## src/include/svd_pkg.sv

```systemverilog
// Shared constants and types for the supply voltage detect control block
package svd_pkg;

    // ------------------------------------------------------------
    // Bus and register map
    // ------------------------------------------------------------
    localparam int ADDR_W = 5;
    localparam int DATA_W = 32;
    localparam logic [ADDR_W-1:0] OFS_CONTROL = 5'h00;
    localparam logic [ADDR_W-1:0] OFS_FLAG = 5'h04;
    localparam logic [ADDR_W-1:0] OFS_IRQ_ENABLE = 5'h08;
    localparam logic [ADDR_W-1:0] OFS_IRQ_CONTROL = 5'h0C;
    localparam logic [ADDR_W-1:0] OFS_MONITOR = 5'h10;
    localparam logic [1:0] RESP_OKAY = 2'h0;
    localparam logic [1:0] RESP_SLVERR = 2'h2;

    // ------------------------------------------------------------
    // Field positions
    // ------------------------------------------------------------
    localparam int CTL_DIR_BIT = 7;
    localparam int CTL_STABLE_BIT = 5;
    localparam int CTL_EN_BIT = 4;
    localparam int LEVEL_W = 4;
    localparam int DETECT_FLAG_BIT = 2;
    localparam int GLOBAL_EN_BIT = 7;
    localparam int MON_CMP_BIT = 0;
    localparam int MON_ARMED_BIT = 1;
    localparam int MON_WAKE_BIT = 2;
    localparam int NUM_TAPS = 15;

    // ------------------------------------------------------------
    // Reset values and codes
    // ------------------------------------------------------------
    localparam logic [LEVEL_W-1:0] LEVEL_RESET = 4'h5;
    localparam logic [LEVEL_W-1:0] LEVEL_EXTERNAL = 4'hF;
    localparam logic [7:0] REG8_RESET = 8'h00;

    // ------------------------------------------------------------
    // Timing
    // ------------------------------------------------------------
    localparam int CLK_MHZ = 250;
    localparam int SETTLE_TIME_NS = 20000;
    localparam int SETTLE_CYCLES = (SETTLE_TIME_NS * CLK_MHZ + 999) / 1000;

    // ------------------------------------------------------------
    // Types
    // ------------------------------------------------------------
    typedef struct packed {
        logic direction_select;
        logic reserved;
        logic reference_stable_flag;
        logic detect_power_enable;
        logic [LEVEL_W-1:0] trip_level_select;
    } svd_ctrl_t;

    typedef struct packed {
        logic rd;
        logic wr;
        logic [ADDR_W-1:0] addr;
        logic [3:0] be;
        logic [DATA_W-1:0] wdata;
    } svd_bus_req_t;

    typedef enum logic [1:0] {
        SVD_OFF,
        SVD_SETTLING,
        SVD_ACTIVE
    } svd_state_t;

endpackage

```

## src/design/svd_sync.sv

```systemverilog
// Three-stage input synchroniser with agreement filter
`timescale 1ns/100ps
module svd_sync #(
    parameter int WIDTH = 16
) (
    input wire logic clk_sys_i,
    input wire logic rst_b_i,
    input wire logic [WIDTH-1:0] async_i,
    output logic [WIDTH-1:0] sync_o
);
    logic [WIDTH-1:0] stage1;
    logic [WIDTH-1:0] stage2;
    logic [WIDTH-1:0] stage3;

    always_ff @(posedge clk_sys_i)
    begin
        if (!rst_b_i)
        begin
            stage1 <= '0;
            stage2 <= '0;
            stage3 <= '0;
        end
        else
        begin
            stage1 <= async_i;
            stage2 <= stage1;
            stage3 <= stage2;
        end
    end

    // Only a level seen twice in a row is accepted
    for (genvar i = 0; i < WIDTH; i++)
    begin : g_bit
        always_ff @(posedge clk_sys_i)
        begin
            if (!rst_b_i)
                sync_o[i] <= 1'b0;
            else if (stage2[i] == stage3[i])
                sync_o[i] <= stage3[i];
        end
    end
endmodule

```

## src/design/svd_settle_timer.sv

```systemverilog
// Reference settling interval counter
`timescale 1ns/100ps
module svd_settle_timer #(
    parameter int CYCLES = 5000
) (
    input wire logic clk_sys_i,
    input wire logic rst_b_i,
    input wire logic run_i,
    output logic done_o
);
    localparam int CNT_W = $clog2(CYCLES + 1);
    localparam logic [CNT_W-1:0] LAST = CNT_W'(CYCLES - 1);

    logic [CNT_W-1:0] count;

    // Restarts whenever run drops, so every enable waits the full time
    always_ff @(posedge clk_sys_i)
    begin
        if (!rst_b_i || !run_i)
        begin
            count <= '0;
            done_o <= 1'b0;
        end
        else if (!done_o)
        begin
            if (count == LAST)
                done_o <= 1'b1;
            count <= count + CNT_W'(1);
        end
    end
endmodule

```

## src/design/svd_core.sv

```systemverilog
// Supply voltage detect control: registers, settling, crossing detect, interrupt
//
// Behaviour
// RL1 - Writing the enable bit 1 powers the monitor and starts detection, writing 0 turns it off.
// RL2 - After each enable the stable flag reads 0 through settling, then 1 once stable.
// RL3 - No detect flag is set while the stable flag is 0, so early crossings may be missed.
// RL4 - Direction bit 0 reports the supply falling below the trip point, 1 reports a rise.
// RL5 - The 4-bit level field selects a trip point, codes 0 to 14 being internal ascending taps.
// RL6 - Level code 15 takes the comparison from the external trip input instead.
// RL7 - The detect flag sets when the supply reaches the trip point in the chosen direction.
// RL8 - Software disables, sets level, sets direction, enables, then clears a stale flag.
// RL9 - The interrupt reaches the processor only with both detect and global enables set.
// RL10 - The settling interval is a fixed time, scaled into cycles from the clock rate.
// RL11 - While enabled the monitor keeps working in sleep and a crossing wakes the device.
// RL12 - Reset returns the control register to its reset value with the monitor off.
// RL13 - The comparison arrives asynchronously, is synchronised, and flags once per crossing.
`timescale 1ns/100ps
module svd_core #(
    parameter int SETTLE_CYCLES = svd_pkg::SETTLE_CYCLES
) (
    input wire logic clk_sys_i,
    input wire logic rst_b_i,
    // Avalon-MM slave
    input wire logic [svd_pkg::ADDR_W-1:0] avs_address_i,
    input wire logic avs_read_i,
    input wire logic avs_write_i,
    input wire logic [3:0] avs_byteenable_i,
    input wire logic [svd_pkg::DATA_W-1:0] avs_writedata_i,
    output logic [svd_pkg::DATA_W-1:0] avs_readdata_o,
    output logic [1:0] avs_response_o,
    output logic avs_waitrequest_o,
    // Analog side
    input wire logic [svd_pkg::NUM_TAPS-1:0] tap_above_i,
    input wire logic external_trip_input_i,
    input wire logic sleep_i,
    output logic monitor_power_o,
    output logic [svd_pkg::LEVEL_W-1:0] trip_level_o,
    output logic external_select_o,
    // System
    output logic irq_o,
    output logic wake_o
);
    // ------------------------------------------------------------
    // Declarations
    // ------------------------------------------------------------
    svd_pkg::svd_bus_req_t req;
    svd_pkg::svd_ctrl_t ctrl;
    logic ctl_dir;
    logic ctl_en;
    logic [svd_pkg::LEVEL_W-1:0] ctl_level;
    svd_pkg::svd_state_t state;
    svd_pkg::svd_state_t next_state;
    logic ack;
    logic bus_req;
    logic wr_take;
    logic rd_take;
    logic lane0;
    logic hit_control;
    logic hit_flag;
    logic hit_enable;
    logic hit_irqctl;
    logic hit_monitor;
    logic mapped;
    logic detect_irq_flag;
    logic detect_irq_enable;
    logic global_irq_enable;
    logic [svd_pkg::NUM_TAPS:0] cmp_async;
    logic [svd_pkg::NUM_TAPS:0] cmp_sync;
    logic supply_above;
    logic condition;
    logic tripped;
    logic detect_event;
    logic settle_done;
    logic wake;
    logic [7:0] read_byte;

    assign req = '{rd: avs_read_i, wr: avs_write_i, addr: avs_address_i,
                   be: avs_byteenable_i, wdata: avs_writedata_i};

    // ------------------------------------------------------------
    // Bus slave
    // ------------------------------------------------------------
    // One wait cycle per access lets read data come from a flop
    assign bus_req = req.rd | req.wr;
    assign avs_waitrequest_o = bus_req & ~ack;
    assign wr_take = req.wr & ack;
    assign rd_take = req.rd & ~ack;
    assign lane0 = req.be[0];

    assign hit_control = req.addr == svd_pkg::OFS_CONTROL;
    assign hit_flag = req.addr == svd_pkg::OFS_FLAG;
    assign hit_enable = req.addr == svd_pkg::OFS_IRQ_ENABLE;
    assign hit_irqctl = req.addr == svd_pkg::OFS_IRQ_CONTROL;
    assign hit_monitor = req.addr == svd_pkg::OFS_MONITOR;
    assign mapped = hit_control | hit_flag | hit_enable | hit_irqctl | hit_monitor;

    always_ff @(posedge clk_sys_i)
    begin
        if (!rst_b_i)
            ack <= 1'b0;
        else
            ack <= bus_req & ~ack;
    end

    always_comb
    begin
        read_byte = svd_pkg::REG8_RESET;
        if (hit_control)
            read_byte = ctrl;
        else if (hit_flag)
            read_byte[svd_pkg::DETECT_FLAG_BIT] = detect_irq_flag;
        else if (hit_enable)
            read_byte[svd_pkg::DETECT_FLAG_BIT] = detect_irq_enable;
        else if (hit_irqctl)
            read_byte[svd_pkg::GLOBAL_EN_BIT] = global_irq_enable;
        else if (hit_monitor)
        begin
            read_byte[svd_pkg::MON_CMP_BIT] = supply_above;
            read_byte[svd_pkg::MON_ARMED_BIT] = tripped;
            read_byte[svd_pkg::MON_WAKE_BIT] = wake;
        end
    end

    always_ff @(posedge clk_sys_i)
    begin
        if (!rst_b_i)
        begin
            avs_readdata_o <= '0;
            avs_response_o <= svd_pkg::RESP_OKAY;
        end
        else if (rd_take || (req.wr && !ack))
        begin
            avs_readdata_o <= {{(svd_pkg::DATA_W-8){1'b0}}, read_byte};
            avs_response_o <= mapped ? svd_pkg::RESP_OKAY : svd_pkg::RESP_SLVERR;
        end
    end

    // ------------------------------------------------------------
    // Control register
    // ------------------------------------------------------------
    always_ff @(posedge clk_sys_i)
    begin
        if (!rst_b_i)
        begin
            ctl_dir <= 1'b0; // RL12
            ctl_en <= 1'b0; // RL12
            ctl_level <= svd_pkg::LEVEL_RESET; // RL12
        end
        else if (wr_take && hit_control && lane0)
        begin
            ctl_dir <= req.wdata[svd_pkg::CTL_DIR_BIT]; // RL4
            ctl_en <= req.wdata[svd_pkg::CTL_EN_BIT]; // RL1
            ctl_level <= req.wdata[svd_pkg::LEVEL_W-1:0]; // RL5
        end
    end

    // Stored fields live in their own flops so the struct has a single driver
    assign ctrl = '{direction_select: ctl_dir,
                    reserved: 1'b0,
                    reference_stable_flag: state == svd_pkg::SVD_ACTIVE, // RL2
                    detect_power_enable: ctl_en,
                    trip_level_select: ctl_level};

    assign monitor_power_o = ctrl.detect_power_enable; // RL1
    assign trip_level_o = ctrl.trip_level_select;
    assign external_select_o = ctrl.trip_level_select == svd_pkg::LEVEL_EXTERNAL; // RL6

    // ------------------------------------------------------------
    // Reference settling
    // ------------------------------------------------------------
    // Cycle count derives from a time, not a clock count
    svd_settle_timer #(
        .CYCLES(SETTLE_CYCLES)
    ) u_settle (
        .clk_sys_i(clk_sys_i),
        .rst_b_i(rst_b_i),
        .run_i(ctrl.detect_power_enable),
        .done_o(settle_done)
    ); // RL10

    always_comb
    begin
        next_state = state;
        unique case (state)
            svd_pkg::SVD_OFF:
                if (ctrl.detect_power_enable)
                    next_state = svd_pkg::SVD_SETTLING; // RL1
            svd_pkg::SVD_SETTLING:
                if (!ctrl.detect_power_enable)
                    next_state = svd_pkg::SVD_OFF;
                else if (settle_done)
                    next_state = svd_pkg::SVD_ACTIVE; // RL2
            svd_pkg::SVD_ACTIVE:
                if (!ctrl.detect_power_enable)
                    next_state = svd_pkg::SVD_OFF; // RL1
        endcase
    end

    always_ff @(posedge clk_sys_i)
    begin
        if (!rst_b_i)
            state <= svd_pkg::SVD_OFF;
        else
            state <= next_state;
    end

    // ------------------------------------------------------------
    // Comparison path
    // ------------------------------------------------------------
    // Every tap is synchronised so a level change never glitches the mux
    assign cmp_async = {external_trip_input_i, tap_above_i};

    svd_sync #(
        .WIDTH(svd_pkg::NUM_TAPS + 1)
    ) u_sync (
        .clk_sys_i(clk_sys_i),
        .rst_b_i(rst_b_i),
        .async_i(cmp_async),
        .sync_o(cmp_sync)
    ); // RL13

    assign supply_above = cmp_sync[ctrl.trip_level_select]; // RL5 RL6

    // Fall watch trips below the point, rise watch above it
    assign condition = ctrl.direction_select ? supply_above : ~supply_above; // RL4

    // One event per entry into the condition, no re-trigger while it holds
    assign detect_event = condition & ~tripped & ctrl.reference_stable_flag; // RL3 RL13

    always_ff @(posedge clk_sys_i)
    begin
        if (!rst_b_i)
            tripped <= 1'b0;
        else
            tripped <= condition & ctrl.reference_stable_flag; // RL13
    end

    // ------------------------------------------------------------
    // Interrupt registers
    // ------------------------------------------------------------
    // Hardware set beats a same-cycle software clear
    always_ff @(posedge clk_sys_i)
    begin
        if (!rst_b_i)
            detect_irq_flag <= 1'b0;
        else if (detect_event)
            detect_irq_flag <= 1'b1; // RL7
        else if (wr_take && hit_flag && lane0 && req.wdata[svd_pkg::DETECT_FLAG_BIT])
            detect_irq_flag <= 1'b0;
    end

    always_ff @(posedge clk_sys_i)
    begin
        if (!rst_b_i)
            detect_irq_enable <= 1'b0;
        else if (wr_take && hit_enable && lane0)
            detect_irq_enable <= req.wdata[svd_pkg::DETECT_FLAG_BIT];
    end

    always_ff @(posedge clk_sys_i)
    begin
        if (!rst_b_i)
            global_irq_enable <= 1'b0;
        else if (wr_take && hit_irqctl && lane0)
            global_irq_enable <= req.wdata[svd_pkg::GLOBAL_EN_BIT];
    end

    assign irq_o = detect_irq_flag & detect_irq_enable & global_irq_enable; // RL9

    // ------------------------------------------------------------
    // Sleep wake
    // ------------------------------------------------------------
    // Wake needs no interrupt enable, only the flag during sleep with the monitor enabled
    assign wake = sleep_i & detect_irq_flag & ctrl.detect_power_enable; // RL11
    assign wake_o = wake;
endmodule

```

## config.mk

```make
export PLATFORM = sky130hd
export DESIGN_NAME = svd_core
export DESIGN_NICKNAME = d
export VERILOG_FILES = /design/src/include/svd_pkg.sv /design/src/design/svd_sync.sv /design/src/design/svd_settle_timer.sv /design/src/design/svd_core.sv
export SDC_FILE = /design/constraint.sdc
export NUM_CORES = 1
export LEC_CHECK = 0
export BUFFER_PORTS_ARGS = -buffer_cell sky130_fd_sc_hd__buf_2
export CAP_MARGIN = 15
export CORE_UTILIZATION = 30
export DETAILED_ROUTE_END_ITERATION = 12
export PLACE_DENSITY = 0.61
export SLEW_MARGIN = 25
export SYNTH_ARGS = -nofsm -noshare
export SYNTH_HDL_FRONTEND = slang
export SYNTH_SLANG_ARGS = --single-unit
```

## constraint.sdc

```tcl
create_clock -name clk_sys_i -period 2.25 [get_ports clk_sys_i]
set_input_delay 0.1125 -clock clk_sys_i [delete_from_list [all_inputs] [get_ports clk_sys_i]]
set_output_delay 0.1125 -clock clk_sys_i [all_outputs]
set_load 0.05 [all_outputs]
```

Word-level counts from Yosys, hierarchy flattened:

Index checks and enable logic that the tools add are counted.

* word-level logic and storage cells: 123
* register bits: 101
* output and inout bits: 43
* input port bits: 62

* reductions and logical operators: 19
* bitwise operators: 18
* mux-type cells: 25
* magnitude comparators: 1
* equal/unequal tests: 27
* $add $sub $neg: 1

Operator list (count)
* 1-bit equality test: 16
* 2-bit two-way mux: 7
* 13-bit by 1-bit adder with 13-bit output, second input constant: 1
* 13-bit equality test, second input constant: 1
* 1-bit two-way mux: 12
* 3-bit two-way mux: 4
* 1-bit bitwise AND: 10
* 5-bit by 4-bit equality test with 1-bit output, second input constant: 2
* 1-bit logical AND: 10
* 2-bit one-hot mux with 3 select lines: 1
* 5-bit by 3-bit equality test with 1-bit output, second input constant: 1
* 5-bit equality test, second input constant: 1
* 5-bit logical NOT: 1
* 4-bit by 5-bit less-than comparator with 1-bit output, second input constant: 1
* 1-bit bitwise OR: 5
* 1-bit binary-select mux with 4-bit select: 1
* 4-bit equality test, second input constant: 1
* 2-bit inequality test, second input constant: 2
* 1-bit logical NOT: 3
* 3-bit by 2-bit inequality test with 1-bit output, second input constant: 1
* 1-bit NOT: 3
* 3-bit AND reduction: 1
* 2-bit by 1-bit equality test with 1-bit output, second input constant: 1
* 2-bit equality test, second input constant: 1
* other kinds (3): 4

Longest topological paths before layout:

* depth after elaboration: 7
* mapped depth: 6
* mapped depth without buffers: 6

Cells and area by module:

From an unflattened synthesis, not the netlist that was laid out.

* cell total of the unflattened synthesis: 390
* area total of the unflattened synthesis: 3928.8 sq um

By module, submodules not included
* svd_sync: cells an instance 167, seq. area each 1281.2 sq um, instances 1, area each 1895.6 sq um
* svd_core: cells an instance 151, seq. area each 420.4 sq um, instances 1, area each 1365.1 sq um
* svd_settle_timer: cells an instance 72, seq. area each 280.3 sq um, instances 1, area each 668.1 sq um

Worst setup path after synthesis:

OpenSTA, ideal clock, no wires.

* path kind: reg2reg
* from: register ctl_level, in the netlist trip_level_o[1]
* to: register detect_irq_flag
* arrival time: 2.166 ns
* setup slack: -0.004 ns
* cell stages (with the launch flop): 6
* required time: 2.162 ns
* buffers on the path: 1
* setup time: 0.088 ns
* clock period less this slack: 2.254 ns
* cell sequence: dfxtp_1 > buf_6 > mux4_1 > mux4_2 > xor2_1 > o32ai_2

* word-level cells in the longest chain between the ends: 7
* elaborated cells between the ends (all ways): 8
* those cells by class: 4 x mux; 3 x bitwise; 1 x reduce/logical

Ends and longest elaborated chain
* from (decl): RTL line svd_core.sv:50 `logic [svd_pkg::LEVEL_W-1:0] ctl_level;`
* from (signal assigned): RTL line svd_core.sv:147 `ctl_level <= svd_pkg::LEVEL_RESET;`
* from (signal assigned): RTL line svd_core.sv:153 `ctl_level <= req.wdata[svd_pkg::LEVEL_W-1:0];`
* 1-bit binary-select mux with 4-bit select (*): RTL line svd_core.sv:222 `assign supply_above = cmp_sync[ctrl.trip_level_select];`
* 1-bit two-way mux (implied by the code) (*): RTL line svd_core.sv:222
* 1-bit NOT: RTL line svd_core.sv:225 `assign condition = ctrl.direction_select ? supply_above : ~supply_above;`
* 1-bit two-way mux (*): RTL line svd_core.sv:225
* 1-bit bitwise AND (*) (2 in series): RTL line svd_core.sv:228 `assign detect_event = condition & ~tripped & ctrl.reference_stable_flag;`
* 1-bit two-way mux / 2-bit nonzero test (equally long branches)
* to (signal assigned): RTL line svd_core.sv:245 `detect_irq_flag <= 1'b0;`
* to (signal assigned): RTL line svd_core.sv:247 `detect_irq_flag <= 1'b1;`
* to (signal assigned): RTL line svd_core.sv:249 `detect_irq_flag <= 1'b0;`
* to (decl): RTL line svd_core.sv:64 `logic detect_irq_flag;`

Mark *: on every way between the ends. The rest lies on a longest branch, timed or not. The select of a mux whose other input is x is not followed.
A chain may end at the register's enable or synchronous reset.

Final worst setup path:

Same ends and word-level chain as after synthesis.

==> flow_summary.ini <==
[status]
status = finished clean

[floorplan]
dieArea_mm2 = 0.01320
rows = 40
initial_core_util_pct = 31.31
die_w_um = 114.9
fp.coreArea_mm2 = 0.01221
die_y_um = 114.9
io_pins = 105

[global_route]
grt.busiest_layer = met2
grtUsageTotal_pct = 10.40
grt_first_pass_wirelength_um = 10760
overflow = 0
grtUsageMet2_pct = 16.35
grt_pass1_vias = 2296
grt_start_max_net_pins = 68
antenna_found_initial = 0
grt_use_met3_pct = 2.267
grt_util_met1_pct = 13.41

[worst_setup_path]
reg2reg_slack_ps = 270
cp_num_buf_inv = 0
arrival_ps = 2230
critPathTopFamily = multiplexers
crit_path_end_kind = flip-flop
crit_fanout = 8
critical_path_class = reg -> reg
cp_data_required_time_ps = 2500
cp_cell_sequence = mux4_1 -> mux4_2 -> xor2_1 -> o32ai_2
r2r-end = detect_irq_flag
worst_path_max_delay_cell = mux4_1
reg2regPathDepth = 4
r2r-start = trip_level_o[1]
startpoint_type = flip-flop
max_stage_delay_ps = 580

[finish]
fillerInstances = 1231
area_growth_pct = 20.06
diodes = 0
drive_above_1_share_pct = 16.22
fin_nets = 505

[logic_synthesis]
syn_inst = 379
ys_seq_area_share_pct = 51.83
synthFlopType = dfxtp_1
synth.avg_cell_area_um2 = 10.09
synth_area_mm2 = 0.003824
synth_edf_count = 0
async_flop_share_pct = 0
yosysWarningCount = 0
ys_ff_latch = 99
ys_types = 42

[hold_path]
worstHoldStart = avs_writedata_i[1]
whs_endpoint = trip_level_o[1]
hold_class = in -> reg
hold-path-cell-count = 3

[placement]
portBuffers = 49
dp_slack_ps = 278.9
dp_hpwl_um = 4500
gp_congestion = 0.7771

[sta]
maxSlewViolCount = 0
setup_tns_ps = 0
period_share_pct = 87.98
fmax_mhz = 505.2
fin_crit_ps = 1980
fin_skew_ps = 5.752
tightestPinTransition_ps = 589.9
setup_violations = 0
hold_viol = 0
slew_headroom_pct = 60.37
worst_slack_ps = 270.4
rsz0062_at_grt = false

[cts]
post_cts_buffers = 0
root_buffer = clkbuf_16
clkTransAtPathRegs_ps = 70
h-tree-depth = 3
cts_buffers = 9
cts_sinks = 99
insertion_delay_ps = 330
clock_path_buffers = 2
cts_tree = yes

[routing]
drcViolationCount = 0
num_vias = 2621
wirelength_um = 6506
viasPerCell = 4.283
antenna_left = 0
first_iter_violations = 133
dr.pass1.iters = 4
wire_per_inst_um = 10.63

[flow_run]
cap_violations = 0

[pwr]
power.total_w = 0.003649
ir_drop_uv = 380.4
power_per_cell_area_mw_per_mm2 = 794.9
p_leak_nw = 1.869
tightest hold or removal path, cell delays in order:
cell and delay, ps:
buf_2 90, mux2i_1 60, nor2b_1 90
metal layers:
| layer | up-vias | share of wire [%] |
|---|---|---|
| met4 | 0 | 1.4 |
| met2 | 80 | 44 |
| met1 | 1189 | 50 |
| met5 | - | 0 |
| met3 | 7 | 5.3 |
| li1 | 1345 | - |
metrics by stage:
stage | hold slack, ps | std cells | instance area, um^2 | util (%)
floorplan | 237.6 | 404 | 3920 | -
global placement | 320.6 | 579 | 4111 | 33.67
detailed placement | 320.6 | 579 | 4111 | 33.67
CTS | 33.95 | 612 | 4591 | 37.59
global route | 61.10 | 612 | 4591 | 37.59
finish | 48.07 | 612 | 4591 | 37.59
report_power, final:
| group | switching, W | total (W) | internal (W) |
|---|---|---|---|
| clock network | 0.000662 | 0.00157 | 0.000909 |
| logic | 0.000185 | 0.000269 | 0.0000840 |
| registers | 0.0000153 | 0.00181 | 0.00179 |
| total | 0.000862 | 0.00365 | 0.00279 |
area by class of cell:
cell class	instances	area (um^2)	area share, %
Clock buffer	11	242.7	5.288
Clock inverter	5	66.31	1.445
Inverter	4	15.01	0.3271
Multi-Input combinational cell	257	1642	35.76
Sequential cell	99	1984	43.23
Tap cell	168	210.2	4.579
Timing Repair Buffer	68	430.4	9.376
cells in the final DEF, fill, tap and decap left out, types with 3 or more instances in the layout:
master and count:
o21ai_0 18, dlygate4sd3_1 17, conb_1 26, a21boi_0 20, mux2i_1 12, nand4_1 5
mux4_1 3, and2_1 53, nand3_1 6, inv_1 3, xor2_1 11, ha_1 4
nand2_1 35, dfxtp_1 97, clkbuf_16 9, buf_2 49, nor3_1 4, nor2b_1 7
and3_1 4, nor2_1 18
logic make-up after synthesis:
| group | Yosys count | synth area share [%] |
|---|---|---|
| AO/OA/AOI/OAI | 49 | 8.573 |
| XOR/XNOR | 13 | 2.978 |
| adder cells (fa/ha/maj) | 4 | 1.309 |
| buffers and inverters | 48 | 7.689 |
| flip-flops | 99 | 51.83 |
| multiplexers | 17 | 6.381 |
| other | 1 | 0.09807 |
| AND/OR/NAND/NOR | 148 | 21.14 |
cells in the mapped netlist, drive strengths merged, types with 6 or more instances:
cell type / n / area (um^2)
mux2i: 12 / 120.1
a21boi: 20 / 150.1
nand3: 6 / 30.03
clkbuf: 15 / 56.30
nand2: 35 / 131.4
nor2: 18 / 67.56
buf: 29 / 222.7
o21ai: 18 / 90.09
xor2: 11 / 96.34
dfxtp: 99 / 1982
and2: 53 / 331.6
nor2b: 7 / 43.79
flip-flops by register name (all words and copies together) (netlist names), 2 cells and up:
register / count
u_settle.count: 13
u_sync.sync_o: 16
state: 2
u_sync.stage3: 16
trip_level_o: 4
avs_readdata_o: 7
u_sync.stage1: 16
u_sync.stage2: 16
how the worst max path moves through the flow:
stage                          startpoint                 to  cells after the start
after floorplan           trip_level_o[1]    detect_irq_flag                      5
after global placement    trip_level_o[1]  avs_readdata_o[0]                      4
after detailed placement  trip_level_o[1]    detect_irq_flag                      4
after CTS                 trip_level_o[1]    detect_irq_flag                      4
after global routing      trip_level_o[3]    detect_irq_flag                      4
final                     trip_level_o[1]    detect_irq_flag                      4
what timing repair did:
action	4_1_cts	5_1_grt
endpoints found under the hold margin	17	0
resized for setup	0	0
hold buffers	17	0
No activity file was read; power rests on OpenSTA's default activity.
